### src/rtl/ucrd_defs.svh
`ifndef UCRD_DEFS_SVH
`define UCRD_DEFS_SVH
// ---------------------------------------------------------------
// slot addresses
// ---------------------------------------------------------------
`define UCRD_SLOT_0 3'h0
`define UCRD_SLOT_1 3'h1
`define UCRD_SLOT_2 3'h2
`define UCRD_SLOT_3 3'h3
`define UCRD_SLOT_4 3'h4
`define UCRD_SLOT_5 3'h5
`define UCRD_SLOT_6 3'h6
`define UCRD_SLOT_7 3'h7
// ---------------------------------------------------------------
// field positions and special values
// ---------------------------------------------------------------
`define UCRD_LC_DIV_BIT 7
`define UCRD_FC_SWAP_BIT 6
`define UCRD_LC_ENH 8'hbf
`define UCRD_DIV_ZERO 8'h00
// ---------------------------------------------------------------
// reset values
// ---------------------------------------------------------------
`define UCRD_RST_ZERO 8'h00
`define UCRD_RST_ISTAT 8'h01
`define UCRD_RST_LSTAT 8'h60
`define UCRD_RST_SCRATCH 8'hff
`define UCRD_RST_EMS 8'h80
`endif

### src/rtl/ucrd_pkg.sv
package ucrd_pkg;
	// per-channel register state
	typedef struct packed {
		logic [7:0] tx_holding;
		logic tx_strobe;
		logic [7:0] divisor_low;
		logic [7:0] divisor_high;
		logic [7:0] alt_function;
		logic [7:0] interrupt_enable;
		logic [7:0] fifo_control;
		logic [7:0] line_control;
		logic [7:0] scratch_pad;
		logic [7:0] enhanced_mode_select;
		logic [7:0] fifo_trigger_level;
		logic [7:0] feature_control;
		logic [7:0] enhanced_function;
		logic [7:0] resume_char_one;
		logic [7:0] resume_char_two;
		logic [7:0] pause_char_one;
		logic [7:0] pause_char_two;
	} ucrd_chan_t;
	// access view selected by line control
	typedef enum logic [1:0] {
		UCRD_VIEW_NORMAL,
		UCRD_VIEW_DIVISOR,
		UCRD_VIEW_ENHANCED
	} ucrd_view_t;
endpackage

### src/rtl/ucrd_regs.sv
`include "ucrd_defs.svh"
module ucrd_regs #(
	parameter int NCH = 2,
	parameter logic [7:0] REV_CODE = 8'h01, // arbitrary value
	parameter logic [7:0] IDENT_CODE = 8'h5c // arbitrary value
) (
	input wire logic clk,
	input wire logic rst,
	input wire logic cs_n,
	input wire logic channel_select,
	input wire logic [2:0] addr,
	input wire logic wr_stb,
	input wire logic rd_stb,
	input wire logic [7:0] wdata,
	input wire logic [8*NCH-1:0] rx_data,
	input wire logic [8*NCH-1:0] int_status,
	input wire logic [8*NCH-1:0] line_status,
	input wire logic [4*NCH-1:0] modem_lines,
	input wire logic [4*NCH-1:0] modem_delta,
	input wire logic [8*NCH-1:0] fifo_level,
	output logic [7:0] rdata,
	output logic [NCH-1:0] rx_pop,
	output logic [NCH-1:0] tx_push,
	output logic [8*NCH-1:0] tx_data,
	output logic [8*NCH-1:0] line_control_out,
	output logic [8*NCH-1:0] fifo_control_out
);
	// ---------------------------------------------------------------
	// state
	// ---------------------------------------------------------------
	typedef struct packed {
		ucrd_pkg::ucrd_chan_t [NCH-1:0] ch;
		logic [7:0] rdata;
		logic [NCH-1:0] rx_pop;
	} ucrd_state_t;
	ucrd_state_t st_q; // registered state
	ucrd_state_t st_d; // next state
	// host inputs are on the bus clock domain, so no synchroniser
	logic sel_any; // chip selected
	assign sel_any = !cs_n;
	// ---------------------------------------------------------------
	// view per channel
	// ---------------------------------------------------------------
	function automatic ucrd_pkg::ucrd_view_t view_of(input logic [7:0] lc);
		if (lc == `UCRD_LC_ENH)
			return ucrd_pkg::UCRD_VIEW_ENHANCED;
		else if (lc[`UCRD_LC_DIV_BIT])
			return ucrd_pkg::UCRD_VIEW_DIVISOR;
		else
			return ucrd_pkg::UCRD_VIEW_NORMAL;
	endfunction
	// ---------------------------------------------------------------
	// next state: decode, writes and read data
	// ---------------------------------------------------------------
	always_comb begin
		ucrd_pkg::ucrd_chan_t c;
		ucrd_pkg::ucrd_view_t v;
		logic [7:0] r;
		logic zero_div;
		logic here;
		c = '0;
		v = ucrd_pkg::UCRD_VIEW_NORMAL;
		r = `UCRD_RST_ZERO;
		zero_div = 1'b0;
		here = 1'b0;
		st_d = st_q;
		st_d.rdata = st_q.rdata; // read data holds until next read
		st_d.rx_pop = '0;
		for (int i = 0; i < NCH; i++) begin
			c = st_q.ch[i];
			c.tx_strobe = 1'b0;
			v = view_of(c.line_control);
			here = sel_any && (channel_select == 1'(i));
			zero_div = (c.divisor_low == `UCRD_DIV_ZERO) &&
				(c.divisor_high == `UCRD_DIV_ZERO);
			// read mux
			r = `UCRD_RST_ZERO;
			case (addr)
				`UCRD_SLOT_0: begin
					if (v == ucrd_pkg::UCRD_VIEW_ENHANCED)
						r = fifo_level[8*i+:8];
					else if (v == ucrd_pkg::UCRD_VIEW_DIVISOR)
						r = zero_div ? REV_CODE : c.divisor_low;
					else
						r = rx_data[8*i+:8];
				end
				`UCRD_SLOT_1: begin
					if (v == ucrd_pkg::UCRD_VIEW_ENHANCED)
						r = c.feature_control;
					else if (v == ucrd_pkg::UCRD_VIEW_DIVISOR)
						r = zero_div ? IDENT_CODE : c.divisor_high;
					else
						r = c.interrupt_enable;
				end
				`UCRD_SLOT_2: begin
					if (v == ucrd_pkg::UCRD_VIEW_ENHANCED)
						r = c.enhanced_function;
					else if (v == ucrd_pkg::UCRD_VIEW_DIVISOR)
						r = c.alt_function;
					else
						r = int_status[8*i+:8];
				end
				`UCRD_SLOT_3: r = c.line_control;
				`UCRD_SLOT_4: begin
					// modem control lives elsewhere; reads zero here
					if (v == ucrd_pkg::UCRD_VIEW_ENHANCED)
						r = c.resume_char_one;
				end
				`UCRD_SLOT_5: begin
					if (v == ucrd_pkg::UCRD_VIEW_ENHANCED)
						r = c.resume_char_two;
					else
						r = line_status[8*i+:8];
				end
				`UCRD_SLOT_6: begin
					if (v == ucrd_pkg::UCRD_VIEW_ENHANCED)
						r = c.pause_char_one;
					else
						r = {modem_lines[4*i+:4],
							modem_delta[4*i+:4]};
				end
				`UCRD_SLOT_7: begin
					if (v == ucrd_pkg::UCRD_VIEW_ENHANCED)
						r = c.pause_char_two;
					else if (c.feature_control[`UCRD_FC_SWAP_BIT])
						r = fifo_level[8*i+:8];
					else
						r = c.scratch_pad;
				end
				default: r = `UCRD_RST_ZERO;
			endcase
			if (here && rd_stb) begin
				st_d.rdata = r;
				// only the rx slot pops; other reads are side-effect free
				st_d.rx_pop[i] = (addr == `UCRD_SLOT_0) &&
					(v == ucrd_pkg::UCRD_VIEW_NORMAL);
			end
			// writes
			if (here && wr_stb) begin
				case (addr)
					`UCRD_SLOT_0: begin
						if (v == ucrd_pkg::UCRD_VIEW_ENHANCED)
							c.fifo_trigger_level = wdata;
						else if (v == ucrd_pkg::UCRD_VIEW_DIVISOR)
							c.divisor_low = wdata;
						else begin
							c.tx_holding = wdata;
							c.tx_strobe = 1'b1;
						end
					end
					`UCRD_SLOT_1: begin
						if (v == ucrd_pkg::UCRD_VIEW_ENHANCED)
							c.feature_control = wdata;
						else if (v == ucrd_pkg::UCRD_VIEW_DIVISOR)
							c.divisor_high = wdata;
						else
							c.interrupt_enable = wdata;
					end
					`UCRD_SLOT_2: begin
						if (v == ucrd_pkg::UCRD_VIEW_ENHANCED)
							c.enhanced_function = wdata;
						else if (v == ucrd_pkg::UCRD_VIEW_DIVISOR)
							c.alt_function = wdata;
						else
							c.fifo_control = wdata;
					end
					`UCRD_SLOT_3: c.line_control = wdata;
					`UCRD_SLOT_4: begin
						if (v == ucrd_pkg::UCRD_VIEW_ENHANCED)
							c.resume_char_one = wdata;
					end
					`UCRD_SLOT_5: begin
						// status slot is reserved for writes
						if (v == ucrd_pkg::UCRD_VIEW_ENHANCED)
							c.resume_char_two = wdata;
					end
					`UCRD_SLOT_6: begin
						if (v == ucrd_pkg::UCRD_VIEW_ENHANCED)
							c.pause_char_one = wdata;
					end
					`UCRD_SLOT_7: begin
						if (v == ucrd_pkg::UCRD_VIEW_ENHANCED)
							c.pause_char_two = wdata;
						else if (c.feature_control[`UCRD_FC_SWAP_BIT])
							c.enhanced_mode_select = wdata;
						else
							c.scratch_pad = wdata;
					end
					default: c = c;
				endcase
			end
			st_d.ch[i] = c;
		end
	end
	// ---------------------------------------------------------------
	// state register
	// ---------------------------------------------------------------
	always_ff @(posedge clk) begin
		if (rst) begin
			st_q.rdata <= `UCRD_RST_ZERO;
			st_q.rx_pop <= '0;
			for (int i = 0; i < NCH; i++) begin
				// divisor resets undefined; zero chosen for determinism
				st_q.ch[i] <= '0;
				st_q.ch[i].scratch_pad <= `UCRD_RST_SCRATCH;
				st_q.ch[i].enhanced_mode_select <= `UCRD_RST_EMS;
			end
		end else begin
			st_q <= st_d;
		end
	end
	// ---------------------------------------------------------------
	// outputs straight from flops
	// ---------------------------------------------------------------
	assign rdata = st_q.rdata;
	assign rx_pop = st_q.rx_pop;
	for (genvar g = 0; g < NCH; g++) begin : g_out
		assign tx_push[g] = st_q.ch[g].tx_strobe;
		assign tx_data[8*g+:8] = st_q.ch[g].tx_holding;
		assign line_control_out[8*g+:8] = st_q.ch[g].line_control;
		assign fifo_control_out[8*g+:8] = st_q.ch[g].fifo_control;
	end
	// ---------------------------------------------------------------
	// assertions, channel 0 (the enhanced-view cover watches channel 1)
	// ---------------------------------------------------------------
	logic sel0;
	assign sel0 = !cs_n && !channel_select;
	// channel state with the tx strobe masked; that strobe drops by
	// itself one cycle after a push, so it is not expected to hold
	ucrd_pkg::ucrd_chan_t [NCH-1:0] ch_held;
	always_comb begin
		for (int k = 0; k < NCH; k++) begin
			ch_held[k] = st_q.ch[k];
			ch_held[k].tx_strobe = 1'b0;
		end
	end
	a_lc_write: assert property (@(posedge clk) disable iff (rst)
		sel0 && wr_stb && addr == `UCRD_SLOT_3
		|=> st_q.ch[0].line_control == $past(wdata))
		else $error("line control write lost");
	a_tx_push: assert property (@(posedge clk) disable iff (rst)
		sel0 && wr_stb && addr == `UCRD_SLOT_0 &&
		!st_q.ch[0].line_control[7] |=> tx_push[0] &&
		tx_data[7:0] == $past(wdata))
		else $error("tx holding not loaded");
	a_div_write: assert property (@(posedge clk) disable iff (rst)
		sel0 && wr_stb && addr == `UCRD_SLOT_0 &&
		st_q.ch[0].line_control[7] &&
		st_q.ch[0].line_control != `UCRD_LC_ENH
		|=> st_q.ch[0].divisor_low == $past(wdata) && !tx_push[0])
		else $error("divisor low write wrong");
	a_ident_read: assert property (@(posedge clk) disable iff (rst)
		sel0 && rd_stb && addr == `UCRD_SLOT_1 &&
		st_q.ch[0].line_control[7] &&
		st_q.ch[0].line_control != `UCRD_LC_ENH &&
		st_q.ch[0].divisor_low == 8'h00 &&
		st_q.ch[0].divisor_high == 8'h00 |=> rdata == IDENT_CODE)
		else $error("ident code not returned");
	a_ier_read: assert property (@(posedge clk) disable iff (rst)
		sel0 && rd_stb && addr == `UCRD_SLOT_1 &&
		!st_q.ch[0].line_control[7]
		|=> rdata == $past(st_q.ch[0].interrupt_enable))
		else $error("interrupt enable read wrong");
	a_status_read: assert property (@(posedge clk) disable iff (rst)
		sel0 && rd_stb && addr == `UCRD_SLOT_5 &&
		st_q.ch[0].line_control != `UCRD_LC_ENH
		|=> rdata == $past(line_status[7:0]))
		else $error("line status read wrong");
	a_lsr_nowrite: assert property (@(posedge clk) disable iff (rst)
		sel0 && wr_stb && addr == `UCRD_SLOT_5 &&
		st_q.ch[0].line_control != `UCRD_LC_ENH |=> $stable(ch_held))
		else $error("reserved write changed state");
	a_scratch_rt: assert property (@(posedge clk) disable iff (rst)
		sel0 && wr_stb && addr == `UCRD_SLOT_7 &&
		st_q.ch[0].line_control != `UCRD_LC_ENH &&
		!st_q.ch[0].feature_control[6]
		|=> st_q.ch[0].scratch_pad == $past(wdata))
		else $error("scratch pad write lost");
	a_enhanced_mode_select_write: assert property (@(posedge clk) disable iff (rst)
		sel0 && wr_stb && addr == `UCRD_SLOT_7 &&
		st_q.ch[0].line_control != `UCRD_LC_ENH &&
		st_q.ch[0].feature_control[6]
		|=> st_q.ch[0].enhanced_mode_select == $past(wdata) &&
		$stable(st_q.ch[0].scratch_pad))
		else $error("mode select write wrong");
	a_xoff_write: assert property (@(posedge clk) disable iff (rst)
		sel0 && wr_stb && addr == `UCRD_SLOT_7 &&
		st_q.ch[0].line_control == `UCRD_LC_ENH
		|=> st_q.ch[0].pause_char_two == $past(wdata))
		else $error("pause char write lost");
	c_tx_write: cover property (@(posedge clk) tx_push[0]);
	c_rx_pop: cover property (@(posedge clk) rx_pop[0]);
	c_enh_view: cover property (@(posedge clk)
		st_q.ch[1].line_control == `UCRD_LC_ENH);
	// divisor view and swapped slot 7 are the less common access paths
	c_div_view: cover property (@(posedge clk)
		st_q.ch[0].line_control[7] &&
		st_q.ch[0].line_control != `UCRD_LC_ENH);
	c_swap_read: cover property (@(posedge clk)
		sel0 && rd_stb && addr == `UCRD_SLOT_7 &&
		st_q.ch[0].feature_control[`UCRD_FC_SWAP_BIT]);
	// ---------------------------------------------------------------
	// assertions, views and shared slots, channel 0
	// ---------------------------------------------------------------
	// a zero divisor hides both divisor bytes behind the fixed codes
	a_rev_read: assert property (@(posedge clk) disable iff (rst)
		sel0 && rd_stb && addr == `UCRD_SLOT_0 &&
		st_q.ch[0].line_control[7] &&
		st_q.ch[0].line_control != `UCRD_LC_ENH &&
		st_q.ch[0].divisor_low == 8'h00 &&
		st_q.ch[0].divisor_high == 8'h00 |=> rdata == REV_CODE)
		else $error("revision code not returned");
	a_isr_read: assert property (@(posedge clk) disable iff (rst)
		sel0 && rd_stb && addr == `UCRD_SLOT_2 &&
		!st_q.ch[0].line_control[7]
		|=> rdata == $past(int_status[7:0]))
		else $error("interrupt status read wrong");
	a_fcr_write: assert property (@(posedge clk) disable iff (rst)
		sel0 && wr_stb && addr == `UCRD_SLOT_2 &&
		!st_q.ch[0].line_control[7]
		|=> fifo_control_out[7:0] == $past(wdata))
		else $error("fifo control write lost");
	a_afr_write: assert property (@(posedge clk) disable iff (rst)
		sel0 && wr_stb && addr == `UCRD_SLOT_2 &&
		st_q.ch[0].line_control[7] &&
		st_q.ch[0].line_control != `UCRD_LC_ENH
		|=> st_q.ch[0].alt_function == $past(wdata) &&
		$stable(fifo_control_out[7:0]))
		else $error("alternate function write wrong");
	a_efr_write: assert property (@(posedge clk) disable iff (rst)
		sel0 && wr_stb && addr == `UCRD_SLOT_2 &&
		st_q.ch[0].line_control == `UCRD_LC_ENH
		|=> st_q.ch[0].enhanced_function == $past(wdata))
		else $error("enhanced function write lost");
	a_trig_write: assert property (@(posedge clk) disable iff (rst)
		sel0 && wr_stb && addr == `UCRD_SLOT_0 &&
		st_q.ch[0].line_control == `UCRD_LC_ENH
		|=> st_q.ch[0].fifo_trigger_level == $past(wdata) && !tx_push[0])
		else $error("trigger level write wrong");
	a_msr_read: assert property (@(posedge clk) disable iff (rst)
		sel0 && rd_stb && addr == `UCRD_SLOT_6 &&
		st_q.ch[0].line_control != `UCRD_LC_ENH
		|=> rdata == {$past(modem_lines[3:0]),
		$past(modem_delta[3:0])})
		else $error("modem status read wrong");
	// ---------------------------------------------------------------
	// assertions, side effects and channel isolation
	// ---------------------------------------------------------------
	// a pop takes a byte from the receiver, so it may only follow a
	// normal-view read of the rx slot on this channel
	a_pop_source: assert property (@(posedge clk) disable iff (rst)
		rx_pop[0] |-> $past(sel0) && $past(rd_stb) &&
		$past(addr) == `UCRD_SLOT_0 &&
		!$past(st_q.ch[0].line_control[7]))
		else $error("rx pop without rx read");
	// a write to channel 0 must leave channel 1 untouched
	a_ch_isolate: assert property (@(posedge clk) disable iff (rst)
		sel0 && wr_stb |=> $stable(ch_held[1]))
		else $error("write leaked into other channel");
endmodule

### config.mk
export PLATFORM = sky130hd
export DESIGN_NAME = ucrd_regs
export DESIGN_NICKNAME = d
export VERILOG_FILES = /design/src/rtl/ucrd_pkg.sv /design/src/rtl/ucrd_regs.sv
export VERILOG_INCLUDE_DIRS = /design/src /design/src/rtl
export SDC_FILE = /design/constraint.sdc
export NUM_CORES = 1
export LEC_CHECK = 0
export BUFFER_PORTS_ARGS = -buffer_cell sky130_fd_sc_hd__clkbuf_2
export CAP_MARGIN = 20
export CORE_AREA = 10 10 173 175
export CTS_CLUSTER_DIAMETER = 80
export DETAILED_ROUTE_END_ITERATION = 6
export DIE_AREA = 0 0 183 185
export SYNTH_ARGS = -nofsm -noshare
export SYNTH_HDL_FRONTEND = slang
export SYNTH_SLANG_ARGS = --single-unit
export TNS_END_PERCENT = 10
### constraint.sdc
create_clock -name clk -period 4 [get_ports clk]
set_clock_uncertainty 0.05 [all_clocks]
set_input_delay 0.2 -clock clk [delete_from_list [all_inputs] [get_ports clk]]
set_output_delay 0.2 -clock clk [all_outputs]
set_load 0.005 [all_outputs]
# Yosys cells after proc, flatten, opt, wreduce, memory -nomap -nowiden

Index checks and enable logic that the tools add are counted.

Equal/unequal tests: 13
Mux-type cells: 36
Bitwise logic cells: 12
Reduce and logical (&&, ||, !) cells: 51

Operator list:

| cell                                                                  | count |
|---|---|
| 8-bit 2-to-1 mux                                                      | 27 |
| 8-bit one-hot mux with 8 select lines                                 | 2 |
| 4-bit AND reduction                                                   | 14 |
| 3-bit AND reduction                                                   | 12 |
| 8-bit zero test                                                       | 4 |
| 8-bit equality test, second input constant                            | 2 |
| 3-bit equality test, second input constant                            | 4 |
| 1-bit inverter                                                        | 12 |
| 1-bit logical AND                                                     | 10 |
| 9-bit 2-to-1 mux                                                      | 1 |
| 4-bit OR reduction                                                    | 2 |
| 3-bit by 2-bit equality test with 1-bit output, second input constant | 2 |
| 2-bit by 1-bit equality test with 1-bit output, second input constant | 2 |
| 2-bit equality test, second input constant                            | 2 |
| 2-bit zero test                                                       | 2 |
| 1-bit 2-to-1 mux                                                      | 4 |
| 2-bit 2-to-1 mux                                                      | 2 |
| 2-bit AND reduction                                                   | 2 |
| 2-bit OR reduction                                                    | 2 |
| 3-bit by 1-bit equality test with 1-bit output, second input constant | 1 |
| 3-bit zero test                                                       | 1 |
| 2-bit nonzero test                                                    | 1 |
| 1-bit zero test                                                       | 1 |

Register bits after elaboration: 236
Bits of input ports: 97
Output and inout port bits: 60
Word-level logic and storage cells: 145

# Depth between registers and ports, before layout

Depth in word-level cells: 8
Gate-level depth with buffers: 10
Mapped depth without buffers: 6

# Worst setup path after synthesis

No wires, ideal clock.

Path type: reg2reg
Start point: register st_q (netlist bit ch_held[46])
End point: register rdata[2] (netlist name)
Data arrival time: 1,931 ps
Data required time: 3,821 ps
Setup slack: 1,890 ps
Cell stages (with the launch flop): 8
Path through: dfxtp_1 buf_2 mux2_2 a222oi_1 o22ai_1 or4_1 nand3_1 nand3_1

Longest elaborated chain between the ends: 5

Ends and longest elaborated chain:

| item                                  | RTL line         | source |
|---|---|---|
| start, declared                       | ucrd_regs.sv:36  | `ucrd_state_t st_q;` |
| start signal, assigned                | ucrd_regs.sv:209 | `st_q <= st_d;` |
| 8-bit 2-to-1 mux                      | ucrd_regs.sv:125 | `` else if (c.feature_control[`UCRD_FC_SWAP_BIT]) `` |
| 8-bit 2-to-1 mux                      | ucrd_regs.sv:123 | `if (v == ucrd_pkg::UCRD_VIEW_ENHANCED)` |
| 8-bit one-hot mux with 8 select lines | ucrd_regs.sv:78  | `case (addr)` |
| 8-bit 2-to-1 mux                      | ucrd_regs.sv:132 | `if (here && rd_stb) begin` |
| 9-bit 2-to-1 mux                      | ucrd_regs.sv:132 |  |

Every way passes these cells. The select of a mux whose other input is x is not followed.
A chain may end at the register's enable or synchronous reset.

# Final worst setup path

Start point: register st_q (netlist bit line_control_out[15])
End point: register st_q (netlist bit ch_held[145])

Longest elaborated chain between the ends: 4
Elaborated cells on any way between the ends: 5
Those cells by class: 2 x eq/ne; 2 x mux; 1 x reduce/logical

Ends and longest elaborated chain:

| item                                                                     | RTL line         | source |
|---|---|---|
| 8-bit equality test (no source line) or 1-bit 2-to-1 mux (tied branches) | --               |  |
| 2-bit 2-to-1 mux *                                                       | ucrd_regs.sv:45  | `` if (lc == `UCRD_LC_ENH) `` |
| 2-bit equality test *                                                    | ucrd_regs.sv:174 | `if (v == ucrd_pkg::UCRD_VIEW_ENHANCED)` |
| 3-bit AND reduction (no source line) *                                   | --               |  |

Every way passes the cells marked *; elsewhere a longest branch is shown, timed or not.

==> run metrics <==
Slew @ Worst Pin=1.05 ns; Routed Antenna Nets=0; post-layout util=0.495; Synth top area share=0.402; worst relative slew slack=0.297; WHS Path Cells=5; Tot GR Track Use=0.258; Synth area leader=dfxtp_1; Post-synth top cells=dfxtp_1 (236), nand2_1 (186), a21oi_1 (184); die area=33900 um2; CTS resizes=0; DRT Pass-1 Iters=5; grt total ovfl=0; ratio of cells with drive above 1 in the final layout=0.183; H-tree Lvls=1; Core ar.=26600 um2; HP Class=in2reg; number of port buffers=156; post-synth net total=1534; crit-path cells=inv_2, nor3_2, nand2b_1, buf_4, nor2_2, mux2i_1, nor2_1; largest net degree at the start of global routing=177; DR vias/cell=6.09; RR Startpoint=line_control_out[15]$_SDFFE_PP0P_; Post CTS Setup Buffer Count=0; clock latency on the worst-skew pair=0.54 ns; EDFF count, synth=0; Worst VDD drop=268 uV; Setup TNS=0 ns; RePlAce Congestion=0.953; fin crit share=0.738; cts hold-fix bufs=0; crit path max fanout=30; vias=11200; reg2reg path depth=7; Clk pin slew, worst setup/hold paths=0.06 ns; CP endpoint=ch_held[145]$_SDFFE_PP0P_; dpl hpwl=30700 um; per-cell routed wire length=24.9 um; antenna cells=0; Final Max Tran Viols=0; first-pass GRT wire length=67900 um; Tot Pwr=5.17 mW; CTS root buf=clkbuf_16; Fin. Hold Viols=0; Netlist cell types=72; Startpoint Class=flip-flop; TritonCTS Sinks=236; design area=13100 um2; die height=185 um; Routed Wire Length=45600 um; Yosys warning count=0; most common flop cell mapped by yosys=dfxtp_1; Tmin final=2.95 ns; initial DRC count=1256; Cell Rows=60; worst flop-to-flop path endpoint=ch_held[145]$_SDFFE_PP0P_; reg-to-reg slack, setup=1.05 ns; Die X=183 um; Cells after Synth=1437; Post-synth ARST share=0; initial antenna violation count=0; Setup CP Type=reg2reg; CP Capture Type=flip-flop; most common cell in the netlist=dfxtp_1; CP peak stage delay=0.89 ns; TritonCTS Buffers=27; Crit path arrival time=3.30 ns; CTS tree=yes; P&R area growth vs syn=11.9%; drt drc=0; pwr/cell area=393 nW/um2; Max Freq=339 MHz; Yosys reg bits=236; mapped cell area=11700 um2; vias in the first global route=10600; Worst Setup SP=line_control_out[15]$_SDFFE_PP0P_; io pins=157; crit path max-delay cell type=dfxtp_1; syn avg cell area=8.17 um2; Pleak=4.55 nW; # setup viols final=0; Seq/Total Area, Yosys=0.402; Nets=1574; synth top area cells=dfxtp_1 (40%), a21oi_1 (7.8%), mux2i_1 (7.8%); Initial Utilization=0.442; hold_ws=0.0347 ns; status=complete, no violations; worst-case clock buffer depth=3; RSZ-0062 raised after global routing=no; max_cap viols=0; Worst Path Required=4.35 ns; Placed Instance Area=12300 um2
## cell families (layout without fill, tap and decap cells)
logic type	Yosys count	in the layout	share of synthesized area
AO/OA/AOI/OAI	399	399	0.210
buffers and inverters	183	240	0.0799
flip-flops	236	236	0.402
multiplexers	110	110	0.0986
AND/OR/NAND/NOR	509	509	0.209
## worst min path at each step
| stage | start | endpoint | slack [ns] |
|---|---|---|---|
| final | rx_data[4] | rdata[4]$_SDFFE_PP0P_ | 0.03 |
| after global routing | rx_data[2] | rdata[2]$_SDFFE_PP0P_ | 0.03 |
| after CTS | rx_data[4] | rdata[4]$_SDFFE_PP0P_ | 0.02 |
| after detailed placement | tx_data[6]$_SDFFE_PP0P_ | tx_data[6]$_SDFFE_PP0P_ | 0.40 |
| after global placement | ch_held[229]$_SDFFE_PP0P_ | ch_held[229]$_SDFFE_PP0P_ | 0.39 |
| after floorplan | rst | rdata[6]$_SDFFE_PP0P_ | 0.37 |
## cell usage in the layout (no fill, tap or decap), types with 7 or more instances in the layout
master     Yosys  layout
a211o_1       16      16
a211oi_1       7       7
a21oi_1      184     184
a221oi_1      21      21
a22oi_1       29      29
buf_4         50      30
clkbuf_16      0      27
clkbuf_2       0     155
clkinv_2       0       7
dfxtp_1      236     236
mux2_2        16      16
mux2i_1       91      91
nand2_1      186     186
nand2b_1       7       7
nand3_1      121     121
nor2_1       103     101
nor2b_1       29      29
nor3_1         8       7
nor4_1        10      10
o211ai_1      10      10
o21ai_0       66      66
o22ai_1       10      10
## metrics by stage
stage          worst slack, ns  std cells
6_report                  1.05       1835
5_1_grt                  0.855       1835
4_1_cts                   1.09       1835
3_5_place_dp             0.938       1789
3_3_place_gp              1.01       1789
2_1_floorplan             1.89       1437
## routing by layer
| metal | global-route usage | vias up | wire length [um] |
|---|---|---|---|
| met4 | 0.0967 | 0 | 1590 |
| met5 | 0 | - | 0 |
| met1 | 0.340 | 5362 | 19200 |
| met2 | 0.413 | 530 | 21100 |
| met3 | 0.0455 | 91 | 3710 |
| li1 | - | 5192 | - |
## critical path, delay by kind of cell (launching register included)
family,cells,cell delay [ns]
buffers and inverters,2,0.61
flip-flops,1,0.89
multiplexers,1,0.26
AND/OR/NAND/NOR,4,0.97
## state kept, by name, summed over array words and instances (netlist names)
signal and count:
ch_held 176, fifo_control_out 16, line_control_out 16, rdata 8, rx_pop 2, tx_data 16
tx_push 2
## layout make-up
class                           instances  area, um2
Clock inverter                         11       87.6
Tap cell                              341        427
Timing Repair Buffer                  187       1030
Clock buffer                           35        746
Inverter                                7       26.3
Fill cell                            2668      13400
Multi-Input combinational cell       1018       6100
Sequential cell                       236       4720
## report_power, final
part	total [mW]	internal [mW]	switching, mW
sequential	2.38	2.36	0.0145
combinational	0.414	0.116	0.299
clock	2.38	1.37	1.01
total	5.17	3.85	1.33
No activity file was read; power rests on OpenSTA's default activity.
